===== src/isa_glue_pkg.sv =====
// Purpose: Constants for the ISA glue block: decodes, irq steering, power hold.
// Assumes: One 50 MHz clock, synchronous active-high reset.
// Notes: Pin inputs pass two flops; rules listed below.
// Function
// - Pull ready low in EPP to lengthen cycle
// - Disk enable only when enabled and addressed
// - First disk select covers eight command addresses
// - Second disk select hits alternate status location
// - Never select disk for 377 or 3F7
// - Each irq line carries chosen source
// - External irq routable to any line A-H
// - Shared mode pulses irq low then releases
// - General decode over 1, 8 or 16 bytes
// - Joystick select on base match, AEN low
// - Power invalid: ignore inputs, float outputs
// - Registers kept while power invalid
// - Ring indicate and serial irq always live
// - Second drive status shown in floppy status A; code shows it in PS/2 mode only, else 0
// - Ring bit inverted; rising edge sets flag
package isa_glue_pkg;
    localparam int ADDR_W = 10;
    localparam int IRQ_LINES = 8;
    localparam int SRC_W = 4;
    localparam int NUM_DEV = 15;
    // Source code 0 = none, 1..14 internal devices, 15 = external input
    localparam logic [SRC_W-1:0] SRC_NONE = 4'h0;
    localparam logic [SRC_W-1:0] SRC_EXT = 4'hf;
    localparam logic [ADDR_W-1:0] DISK_EXCL_A = 10'h377;
    localparam logic [ADDR_W-1:0] DISK_EXCL_B = 10'h3f7;
    localparam logic [ADDR_W-1:0] DISK_ALT_OFS = 10'h006;
    localparam int CMD_BLOCK_LSB = 3;
    localparam int BLK16_LSB = 4;
    localparam int BLK8_LSB = 3;
    localparam logic [1:0] BLK_SIZE_1 = 2'h0;
    localparam logic [1:0] BLK_SIZE_8 = 2'h1;
    localparam logic [1:0] BLK_SIZE_16 = 2'h2;
    localparam int SRA_SECOND_DRIVE_PRESENT_BIT = 6;
    localparam int MSR_RI_BIT = 6;
    localparam int MSR_TERI_BIT = 2;
    localparam real REF_CLK_MHZ = 14.318;
    localparam real MCLK_MHZ = 50.0;
    // One reference period in 20 ns cycles, rounded up, at least one
    localparam int REF_PERIOD_CYC = int'($ceil(MCLK_MHZ / REF_CLK_MHZ));
    localparam int PULSE_CNT_W = 3;
    typedef enum logic [1:0] {
        IRQ_IDLE = 2'b00,
        IRQ_PULSE = 2'b01,
        IRQ_WAIT = 2'b10
    } irq_state_type;
endpackage : isa_glue_pkg


===== src/irq_line.sv =====
// Purpose: One interrupt output line, level or shared pulse mode.
// Assumes: Request is synchronous to i_mclk.
// Notes: Pulse mode drives low one reference period, then floats.
`timescale 1ns/1ps
`default_nettype none
module irq_line (
    input wire logic i_mclk,
    input wire logic i_sys_rst,
    input wire logic i_req,
    input wire logic i_shared,
    input wire logic i_enable,
    output logic o_irq,
    output logic o_irq_oe
);
    isa_glue_pkg::irq_state_type state_reg, state_next;
    logic [isa_glue_pkg::PULSE_CNT_W-1:0] cnt_reg, cnt_next;
    logic req_d_reg;
    wire req_rise = i_req & ~req_d_reg;
    wire cnt_done = (cnt_reg == isa_glue_pkg::PULSE_CNT_W'(isa_glue_pkg::REF_PERIOD_CYC - 1));

    always_comb begin
        state_next = state_reg;
        cnt_next = cnt_reg;
        case (state_reg)
            isa_glue_pkg::IRQ_IDLE: begin
                cnt_next = '0;
                if (req_rise) begin
                    state_next = isa_glue_pkg::IRQ_PULSE;
                end
            end
            isa_glue_pkg::IRQ_PULSE: begin
                cnt_next = cnt_reg + 1'b1;
                if (cnt_done) begin
                    state_next = isa_glue_pkg::IRQ_WAIT;
                end
            end
            isa_glue_pkg::IRQ_WAIT: begin
                cnt_next = '0;
                if (!i_req) begin
                    state_next = isa_glue_pkg::IRQ_IDLE;
                end
            end
            default: begin
                state_next = isa_glue_pkg::IRQ_IDLE;
            end
        endcase
    end

    always_ff @(posedge i_mclk) begin
        if (i_sys_rst) begin
            state_reg <= isa_glue_pkg::IRQ_IDLE;
            cnt_reg <= '0;
            req_d_reg <= 1'b0;
        end else begin
            state_reg <= i_shared ? state_next : isa_glue_pkg::IRQ_IDLE;
            cnt_reg <= i_shared ? cnt_next : '0;
            req_d_reg <= i_req;
        end
    end

    // Shared: low pulse then release; level: driven high with request
    assign o_irq = i_shared ? 1'b0 : i_req;
    assign o_irq_oe = i_enable & (i_shared ? (state_reg == isa_glue_pkg::IRQ_PULSE) : 1'b1);
endmodule : irq_line
`default_nettype wire


===== src/isa_select_irq_steering.sv =====
// Purpose: ISA glue: disk, joystick, general decodes, irq steering, ready, power hold.
// Assumes: Address, AEN and pins synchronised here; config ports static-ish.
// Notes: Tristate pins appear as value plus output enable.
`timescale 1ns/1ps
`default_nettype none
module isa_select_irq_steering (
    input wire logic i_mclk,
    input wire logic i_sys_rst,
    input wire logic [9:0] i_sa,
    input wire logic i_aen,
    input wire logic i_power_valid,
    input wire logic i_epp_mode,
    input wire logic i_ecp_mode,
    input wire logic i_epp_wait,
    input wire logic i_disk_if_enable,
    input wire logic [9:0] i_disk_cmd_base,
    input wire logic [9:0] i_disk_alt_base,
    input wire logic [9:0] i_joystick_base_config,
    input wire logic [9:0] i_general_base,
    input wire logic [1:0] i_general_size,
    input wire logic [14:1] i_dev_irq,
    input wire logic i_external_irq_input,
    input wire logic [31:0] i_irq_source_cfg,
    input wire logic i_second_drive_present,
    input wire logic i_floppy_mode_ps2,
    input wire logic i_ring_indicate_n,
    input wire logic i_serial_irq,
    input wire logic i_msr_read,
    output logic o_iochrdy,
    output logic o_iochrdy_oe,
    output logic o_disk_if_select_n,
    output logic o_disk_cmd_block_select_n,
    output logic o_disk_alt_status_select_n,
    output logic o_general_decode_select_n,
    output logic o_joystick_select_n,
    output logic o_select_oe,
    output logic [7:0] o_irq,
    output logic [7:0] o_irq_oe,
    output logic o_serial_irq,
    output logic o_msr_ring_bit,
    output logic o_msr_ring_edge,
    output logic o_floppy_status_a_second_drive_present,
    output logic o_low_power
);
    // Two-flop synchronisers for pin inputs
    logic [9:0] sa_s1_reg, sa_s2_reg;
    logic aen_s1_reg, aen_s2_reg;
    logic pv_s1_reg, pv_s2_reg;
    logic ext_s1_reg, ext_s2_reg;
    logic drv_s1_reg, drv_s2_reg;
    logic ri_s1_reg, ri_s2_reg;
    logic ri_d_reg;
    logic ring_edge_reg, ring_edge_next;
    logic second_drive_present_reg;
    logic [9:0] sa_hold_reg;
    logic aen_hold_reg;
    logic ext_hold_reg;
    logic [14:1] dev_hold_reg;

    always_ff @(posedge i_mclk) begin
        if (i_sys_rst) begin
            sa_s1_reg <= '0;
            sa_s2_reg <= '0;
            aen_s1_reg <= 1'b1;
            aen_s2_reg <= 1'b1;
            pv_s1_reg <= 1'b0;
            pv_s2_reg <= 1'b0;
            ext_s1_reg <= 1'b0;
            ext_s2_reg <= 1'b0;
            drv_s1_reg <= 1'b1;
            drv_s2_reg <= 1'b1;
            ri_s1_reg <= 1'b1;
            ri_s2_reg <= 1'b1;
        end else begin
            sa_s1_reg <= i_sa;
            sa_s2_reg <= sa_s1_reg;
            aen_s1_reg <= i_aen;
            aen_s2_reg <= aen_s1_reg;
            pv_s1_reg <= i_power_valid;
            pv_s2_reg <= pv_s1_reg;
            ext_s1_reg <= i_external_irq_input;
            ext_s2_reg <= ext_s1_reg;
            drv_s1_reg <= i_second_drive_present;
            drv_s2_reg <= drv_s1_reg;
            ri_s1_reg <= i_ring_indicate_n;
            ri_s2_reg <= ri_s1_reg;
        end
    end

    wire powered = pv_s2_reg;

    // Inputs frozen while power invalid; held state retained
    always_ff @(posedge i_mclk) begin
        if (i_sys_rst) begin
            sa_hold_reg <= '0;
            aen_hold_reg <= 1'b1;
            ext_hold_reg <= 1'b0;
            dev_hold_reg <= '0;
            second_drive_present_reg <= 1'b1;
        end else if (powered) begin
            sa_hold_reg <= sa_s2_reg;
            aen_hold_reg <= aen_s2_reg;
            ext_hold_reg <= ext_s2_reg;
            dev_hold_reg <= i_dev_irq;
            second_drive_present_reg <= drv_s2_reg;
        end
    end

    // Decode
    function automatic logic match_above(input logic [9:0] a, input logic [9:0] b,
                                         input int lsb);
        logic [9:0] mask;
        mask = 10'h3ff << lsb;
        match_above = ((a & mask) == (b & mask));
    endfunction : match_above

    wire addr_ok = ~aen_hold_reg;
    wire excluded = (sa_hold_reg == isa_glue_pkg::DISK_EXCL_A) |
                    (sa_hold_reg == isa_glue_pkg::DISK_EXCL_B);
    wire cmd_hit = match_above(sa_hold_reg, i_disk_cmd_base,
                               isa_glue_pkg::CMD_BLOCK_LSB);
    wire alt_hit = (sa_hold_reg == (i_disk_alt_base + isa_glue_pkg::DISK_ALT_OFS));
    wire disk_ok = addr_ok & i_disk_if_enable & ~excluded;
    wire cmd_sel = disk_ok & cmd_hit;
    wire alt_sel = disk_ok & alt_hit;
    wire gen_hit = (i_general_size == isa_glue_pkg::BLK_SIZE_16) ?
                       match_above(sa_hold_reg, i_general_base, isa_glue_pkg::BLK16_LSB) :
                   (i_general_size == isa_glue_pkg::BLK_SIZE_8) ?
                       match_above(sa_hold_reg, i_general_base, isa_glue_pkg::BLK8_LSB) :
                       (sa_hold_reg == i_general_base);
    wire joy_hit = (sa_hold_reg == i_joystick_base_config);

    assign o_disk_cmd_block_select_n = ~cmd_sel;
    assign o_disk_alt_status_select_n = ~alt_sel;
    assign o_disk_if_select_n = ~(cmd_sel | alt_sel);
    assign o_general_decode_select_n = ~(addr_ok & gen_hit);
    assign o_joystick_select_n = ~(addr_ok & joy_hit);
    assign o_select_oe = powered;

    // Ready stretch, open drain
    assign o_iochrdy = 1'b0;
    assign o_iochrdy_oe = powered & i_epp_mode & i_epp_wait;

    // Irq steering
    wire shared = i_epp_mode | i_ecp_mode;
    wire [15:0] src_vec = {ext_hold_reg, dev_hold_reg, 1'b0};

    genvar g;
    generate
        for (g = 0; g < isa_glue_pkg::IRQ_LINES; g++) begin : g_irq
            wire [3:0] sel = i_irq_source_cfg[g*4 +: 4];
            wire req = src_vec[sel];
            irq_line u_line (
                .i_mclk(i_mclk),
                .i_sys_rst(i_sys_rst),
                .i_req(req),
                .i_shared(shared),
                .i_enable(powered & (sel != isa_glue_pkg::SRC_NONE)),
                .o_irq(o_irq[g]),
                .o_irq_oe(o_irq_oe[g])
            );
        end
    endgenerate

    // Ring indicate and serial irq stay live regardless of power valid
    assign o_serial_irq = i_serial_irq;
    assign ring_edge_next = (ri_s2_reg & ~ri_d_reg) | (ring_edge_reg & ~i_msr_read);

    always_ff @(posedge i_mclk) begin
        if (i_sys_rst) begin
            ri_d_reg <= 1'b1;
            ring_edge_reg <= 1'b0;
            o_msr_ring_bit <= 1'b0;
            o_floppy_status_a_second_drive_present <= 1'b1;
        end else begin
            ri_d_reg <= ri_s2_reg;
            ring_edge_reg <= ring_edge_next;
            o_msr_ring_bit <= ~ri_s2_reg;
            o_floppy_status_a_second_drive_present <= i_floppy_mode_ps2 ? second_drive_present_reg : 1'b0;
        end
    end
    assign o_msr_ring_edge = ring_edge_reg;
    assign o_low_power = ~powered;
endmodule : isa_select_irq_steering
`default_nettype wire


===== config.mk =====
export PLATFORM = sky130hd
export DESIGN_NAME = isa_select_irq_steering
export DESIGN_NICKNAME = d
export VERILOG_FILES = /design/src/isa_glue_pkg.sv /design/src/irq_line.sv /design/src/isa_select_irq_steering.sv
export SDC_FILE = /design/constraint.sdc
export NUM_CORES = 1
export LEC_CHECK = 0
export ABC_AREA = 1
export BUFFER_PORTS_ARGS = -buffer_cell sky130_fd_sc_hd__buf_2
export CAP_MARGIN = 30
export CORE_MARGIN = 2
export CORE_UTILIZATION = 55
export DETAILED_ROUTE_END_ITERATION = 7
export PLACE_DENSITY_LB_ADDON = 0.08
export SLEW_MARGIN = 20
export SYNTH_ARGS = -nofsm -noshare
export SYNTH_HDL_FRONTEND = slang
export SYNTH_SLANG_ARGS = --single-unit

===== constraint.sdc =====
create_clock -name i_mclk -period 1.4 [get_ports i_mclk]
set_clock_uncertainty 0.05 [all_clocks]
set_input_delay 0.14 -clock i_mclk [delete_from_list [all_inputs] [get_ports i_mclk]]
set_output_delay 0.14 -clock i_mclk [all_outputs]
set_load 0.02 [all_outputs]

======== After elaboration in Yosys (flattened, before gate mapping) ========
Cells that the tools add are included.
word-level totals
  register bits after elaboration ......... 109
  bits of input ports ..................... 112
  logic and storage cells ................. 294
cells by class
  add/subtract/negate cells ............... 9
  $lt $le $gt $ge ......................... 8
  equal/unequal tests ..................... 58
  muxes and demuxes ....................... 75
  bitwise operators ....................... 58
  reduce and logical (&&, ||, !) cells .... 41
operators by type and width
  operator                                             number
  2-to-1 mux 2 bit                                     24
  one-hot mux 2 bit (3 select lines)                   8
  one-hot mux 3 bit (2 select lines)                   8
  < comparator 4 x 5 -> 1 bit (second input constant)  8
  bitwise AND 1 bit                                    34
  binary-select mux 1 bit (select 4 bit)               8
  != test 2 x 1 -> 1 bit (second input constant)       16
  nonzero test 4 bit                                   8
  == test 10 bit                                       3
  2-to-1 mux 1 bit                                     27
  adder 3 x 1 -> 3 bit (second input constant)         8
  == test 3 x 2 -> 1 bit (second input constant)       8
  AND reduction 3 bit                                  8
  == test 10 bit (second input constant)               2
  NOT 1 bit                                            20
  == test 2 x 1 -> 1 bit (second input constant)       9
  == test 2 bit (second input constant)                9
  OR reduction 2 bit                                   9
  logical NOT 2 bit                                    8
  != test 2 bit (second input constant)                8
  nonzero test 2 bit                                   8
  == test 7 bit                                        2
  adder 10 x 3 -> 10 bit (second input constant)       1
  == test 6 bit                                        1
  bitwise OR 1 bit                                     4

======== Depth between registers and ports, before layout ========
  word-level depth ........................ 7
  mapped depth ............................ 13

======== Cells and area by module ========
Synthesis repeated with hierarchy kept, for this count alone.
unflattened totals
  cell total of the unflattened synthesis .. 928
  area, all modules ....................... 6287.3 um^2
by module, submodules not included
  module                   times used  cells each  area an instance (um^2)  sequential area each (um^2)
  isa_select_irq_steering  1           616         3844.9                   1221.2
  irq_line                 8           39          305.3                    120.1

======== Least setup slack after synthesis ========
OpenSTA, ideal clock, no wires.
  path kind ............................... input to output
  from .................................... input i_disk_alt_base[1]
  to ...................................... output o_disk_if_select_n
  data arrival time ....................... 1.278 ns
  required time ........................... 1.210 ns
  slack ................................... -0.068 ns
  cell stages on the path ................. 13
  path buffers ............................ 0
  cells stage by stage .................... inv_1 -> ha_1 -> inv_1 -> nand2_1 -> nand2_1 -> nand2_1 -> nand2_1 -> nor2_1 -> nand3_1 -> nor2_2 -> nand3_2 -> nand2_1 -> inv_1
between the ends
  longest elaborated chain between the ends .. 5
ends and longest elaborated chain
  element                 RTL line                        source
  start: declaration      isa_select_irq_steering.sv:17   input wire logic [9:0] i_disk_alt_base,
  adder 10 x 3 -> 10 bit  isa_select_irq_steering.sv:122  wire alt_hit = (sa_hold_reg == (i_disk_alt_base + isa_glue_pkg::DISK_ALT_OFS));
  == test 10 bit          isa_select_irq_steering.sv:122
  bitwise AND 1 bit       isa_select_irq_steering.sv:125  wire alt_sel = disk_ok & alt_hit;
  bitwise OR 1 bit        isa_select_irq_steering.sv:135  assign o_disk_if_select_n = ~(cmd_sel | alt_sel);
  NOT 1 bit               isa_select_irq_steering.sv:135
  end: declaration        isa_select_irq_steering.sv:31   output logic o_disk_if_select_n,
No other way between the ends.

======== Worst setup path after layout ========
  from .................................... register sa_hold_reg[6]
  to ...................................... output o_disk_if_select_n
between the ends
  longest elaborated chain between the ends .. 7
  elaborated cells between the ends (all ways) .. 11
  classes of those cells .................. eq/ne: 4; bitwise: 7
ends and longest elaborated chain
  element                                      RTL line                                                        source
  start: declaration                           isa_select_irq_steering.sv:55                                   logic [9:0] sa_hold_reg;
  start signal: assignment                     isa_select_irq_steering.sv:101                                  sa_hold_reg <= sa_s2_reg;
  == test 10 bit, on equally long branches     isa_select_irq_steering.sv:118, isa_select_irq_steering.sv:119
  bitwise OR 1 bit                             isa_select_irq_steering.sv:118                                  wire excluded = (sa_hold_reg == isa_glue_pkg::DISK_EXCL_A) |
  NOT 1 bit                                    isa_select_irq_steering.sv:123                                  wire disk_ok = addr_ok & i_disk_if_enable & ~excluded;
  bitwise AND 1 bit                            isa_select_irq_steering.sv:123
  bitwise AND 1 bit, on equally long branches  isa_select_irq_steering.sv:124, isa_select_irq_steering.sv:125
  bitwise OR 1 bit *                           isa_select_irq_steering.sv:135
  NOT 1 bit *                                  isa_select_irq_steering.sv:135
Mark *: on every way between the ends. The rest lies on a longest branch, timed or not.

==> results_dict.tcl <==
set metrics [dict create \
    status "finished with violations" \
    violations "negative setup slack" \
    die_w_um 110.3 \
    p_per_area_mw_per_mm2 869.8 \
    grt_antenna_before_repair 0 \
    cts_buffers 9 \
    top_layer_used "met4" \
    hold_ws_ns 0.009566 \
    n_antenna_cell 0 \
    ys.flop_type "dfxtp_1" \
    total_power_mw 7.930 \
    num_rows 38 \
    synthesis.nets 1086 \
    yosys.area.top_type "dfxtp_1" \
    wl_per_cell_um 14.45 \
    via_per_inst 5.322 \
    reg2reg_to "g_irq[5].u_line.req_d_reg" \
    netlist.area_leader.share_pct 35.12 \
    multi_input_area_sq_mm 0.003777 \
    clkLatencyLatePin_ns 0.36 \
    start_util_pct 56.82 \
    ys_ff_latch 109 \
    cts_root_buf "clkbuf_16" \
    reg2reg_from "dev_hold_reg[11]" \
    wl_met2_mm 9.533 \
    die_h_um 110.3 \
    area_delta_synth_final_pct 46.74 \
    met1_length_mm 7.867 \
    ant_nets 0 \
    whs_endpoint "dev_hold_reg[3]" \
    syn_inst 957 \
    leakagePower_nw 4.342 \
    overflow 0 \
    fin_nets 1319 \
    grt_pass1_vias 6302 \
    grt_setup_unrepaired "yes" \
    ff_latch_area_sq_mm 0.002250 \
    drtIter0Drc 753 \
    min_from "i_dev_irq[3]" \
    synth-warning-count 0 \
    critPathMaxFanout 4 \
    synthDistinctLibCells 38 \
    fmax_ghz 0.5491 \
    finish.instance_area_sq_mm 0.009117 \
    grt_pass1_wl_mm 28.73 \
    maxCapViolations 0 \
    wl_mm 19.30 \
    largest_reg_flops 24 \
    layout_setup_ws_ns -0.4212 \
    avgSynthCellArea_sq_um 6.493 \
    arrival_ns 1.63 \
    cpMaxStageDelayCell "dfxtp_4" \
    hpwl_mm 12.33 \
    async_flop_share_pct 0 \
    setup-violations-final 24 \
    numClockSinks 109 \
    crit_type "flip-flop to output port" \
    synth_edf_count 0 \
    worst_hold_path_type "input port to flip-flop" \
    finalCriticalPeriod_ns 1.821 \
    dr.pass1.iters 5 \
    yosysMostFrequentCell "nand2_1" \
    worst_setup_path_start_kind "flip-flop" \
    final-hold-violation-count 0 \
    clockBufferDepth 2 \
    die-area_sq_mm 0.01216 \
    io_pins 141 \
    syn-cell-area_sq_mm 0.006213 \
    vdd_drop_max_mv 1.381 \
    drive_above_1_share_pct 39.41 \
    rrSetupSlack_ns -0.02 \
    numPortBuffers 134 \
    min_path_cells 3 \
    grt_max_degree 31 \
    worstPathCellList "buf_6, xor2_1, nor4_1, nand2_1, nand2_2, inv_2, buf_6" \
    cts_max_level 3 \
    gp_congestion 0.9140 \
    drc 0 \
    wl_met3_mm 1.421 \
    fin_crit_sh_pct 130.1 \
    cpPeakStageDelay_ns 0.37 \
    core_area_sq_mm 0.01094 \
    clk_pin_slew_worst_paths_ns 0.08 \
    placed_area_sq_mm 0.007501 \
    cpMostUsedCell "buf_6" \
    ys_seq_area_share_pct 35.12 \
    vias 7105 \
    required_ns 1.21 \
    synth_common_cells "211 x nand2_1, 117 x nor2_1, 116 x inv_1, 116 x nand3_1, 109 x dfxtp_1" \
    synth_area_leaders "dfxtp_1 35%, nand2_1 13%, nand3_1 9.3%, nor2_1 7.1%, inv_1 7.0%" \
    nFillCells 711 \
    track_usage_pct 30.32 \
    cts_tree "done" \
    worst_setup_path_end_kind "output port" \
    reg2reg_depth 12 \
    slew_violations 0 \
]
==> metrics by stage <==
step | utilization (%) | setup slack [ns] | TNS [ns] | std cells
after floorplan | - | -0.01724 | -0.01724 | 957
after CTS | 80.45 | -0.3774 | -5.790 | 1339
after global routing | 83.38 | -0.5045 | -6.812 | 1335
after detailed placement | 68.59 | -0.2256 | -0.3886 | 1267
after global placement | 68.59 | -0.1986 | -0.3434 | 1267
final | 83.38 | -0.4212 | -4.965 | 1335
==> how the worst max path moves through the flow <==
stage	startpoint	endpoint	slack [ns]	cells after the start
6_report	sa_hold_reg[6]	o_disk_if_select_n	-0.42	7
5_1_grt	sa_hold_reg[1]	o_disk_if_select_n	-0.50	11
4_1_cts	sa_hold_reg[9]	o_disk_if_select_n	-0.38	8
3_5_place_dp	i_disk_alt_base[1]	o_disk_if_select_n	-0.23	14
3_3_place_gp	i_disk_alt_base[1]	o_disk_if_select_n	-0.20	14
2_1_floorplan	sa_hold_reg[6]	o_disk_if_select_n	-0.02	10
==> cell usage in the layout (no fill, tap or decap), types with 5 or more instances in the layout <==
cell type	synthesis	routed
ha_1	17	16
xnor2_1	15	12
nand4_1	10	10
nand2_4	0	8
inv_4	0	8
dlygate4sd3_1	0	24
nor3_1	8	8
or2_2	11	11
dfxtp_4	0	9
o21ai_2	0	6
inv_2	10	22
a21oi_1	63	53
nand2_2	2	29
a21oi_2	0	10
o21ai_1	1	9
xor2_1	5	5
dfxtp_2	0	27
buf_4	20	91
buf_6	0	46
dfxtp_1	109	73
nand3b_1	7	7
nor2_1	117	101
nand3_1	116	79
nand2_1	211	176
clkbuf_16	0	9
nor2_4	2	14
nor2_2	4	8
inv_1	116	100
buf_2	12	113
o21ai_0	50	35
nand3_2	3	39
==> critical path: cells and delay by family, from the launching register on <==
family,cells,cell delay (ns)
AND/OR/NAND/NOR,3,0.48
buffers and inverters,3,0.28
XOR/XNOR,1,0.15
flip-flops,1,0.37
==> where the power goes <==
part / switching, mW / internal, mW / total, mW
Combinational: 1.04 / 0.936 / 1.98
Clock: 1.32 / 1.28 / 2.59
Sequential: 0.104 / 3.25 / 3.36
==> cell type report <==
class                      instances  area share [%]
multi-input combinational        660           41.43
tap                              140           1.921
timing repair buffer             278           22.97
clock buffer                       9           2.470
inverter                         132           5.654
sequential                       109           24.67
clock inverter                     7          0.8783
==> layer usage <==
| metal | track usage (%) | vias up |
|---|---|---|
| met4 | 11.16 | 0 |
| met2 | 51.40 | 305 |
| met3 | 4.762 | 50 |
| li1 | - | 3496 |
| met1 | 38.95 | 3254 |
| met5 | 0 | - |
==> cell families (layout without fill, tap and decap cells) <==
group	Yosys count	after routing	synth area share, %
simple gates	496	496	34.74
buf+inv	188	426	12.85
compound gates	124	124	10.37
flops	109	109	35.12
xor+xnor	22	22	3.443
fa+ha+maj	17	17	3.423
other cells	1	1	0.06035
==> repair_timing <==
action	in CTS	in global routing
cloned	1	0
endpoints found under the setup margin	23	38
pin swaps	61	74
hold buffers	24	0
gates resized for setup	180	107
buffers inserted	31	19
hold endpoints to repair	24	0
No activity file was read; power rests on OpenSTA's default activity.
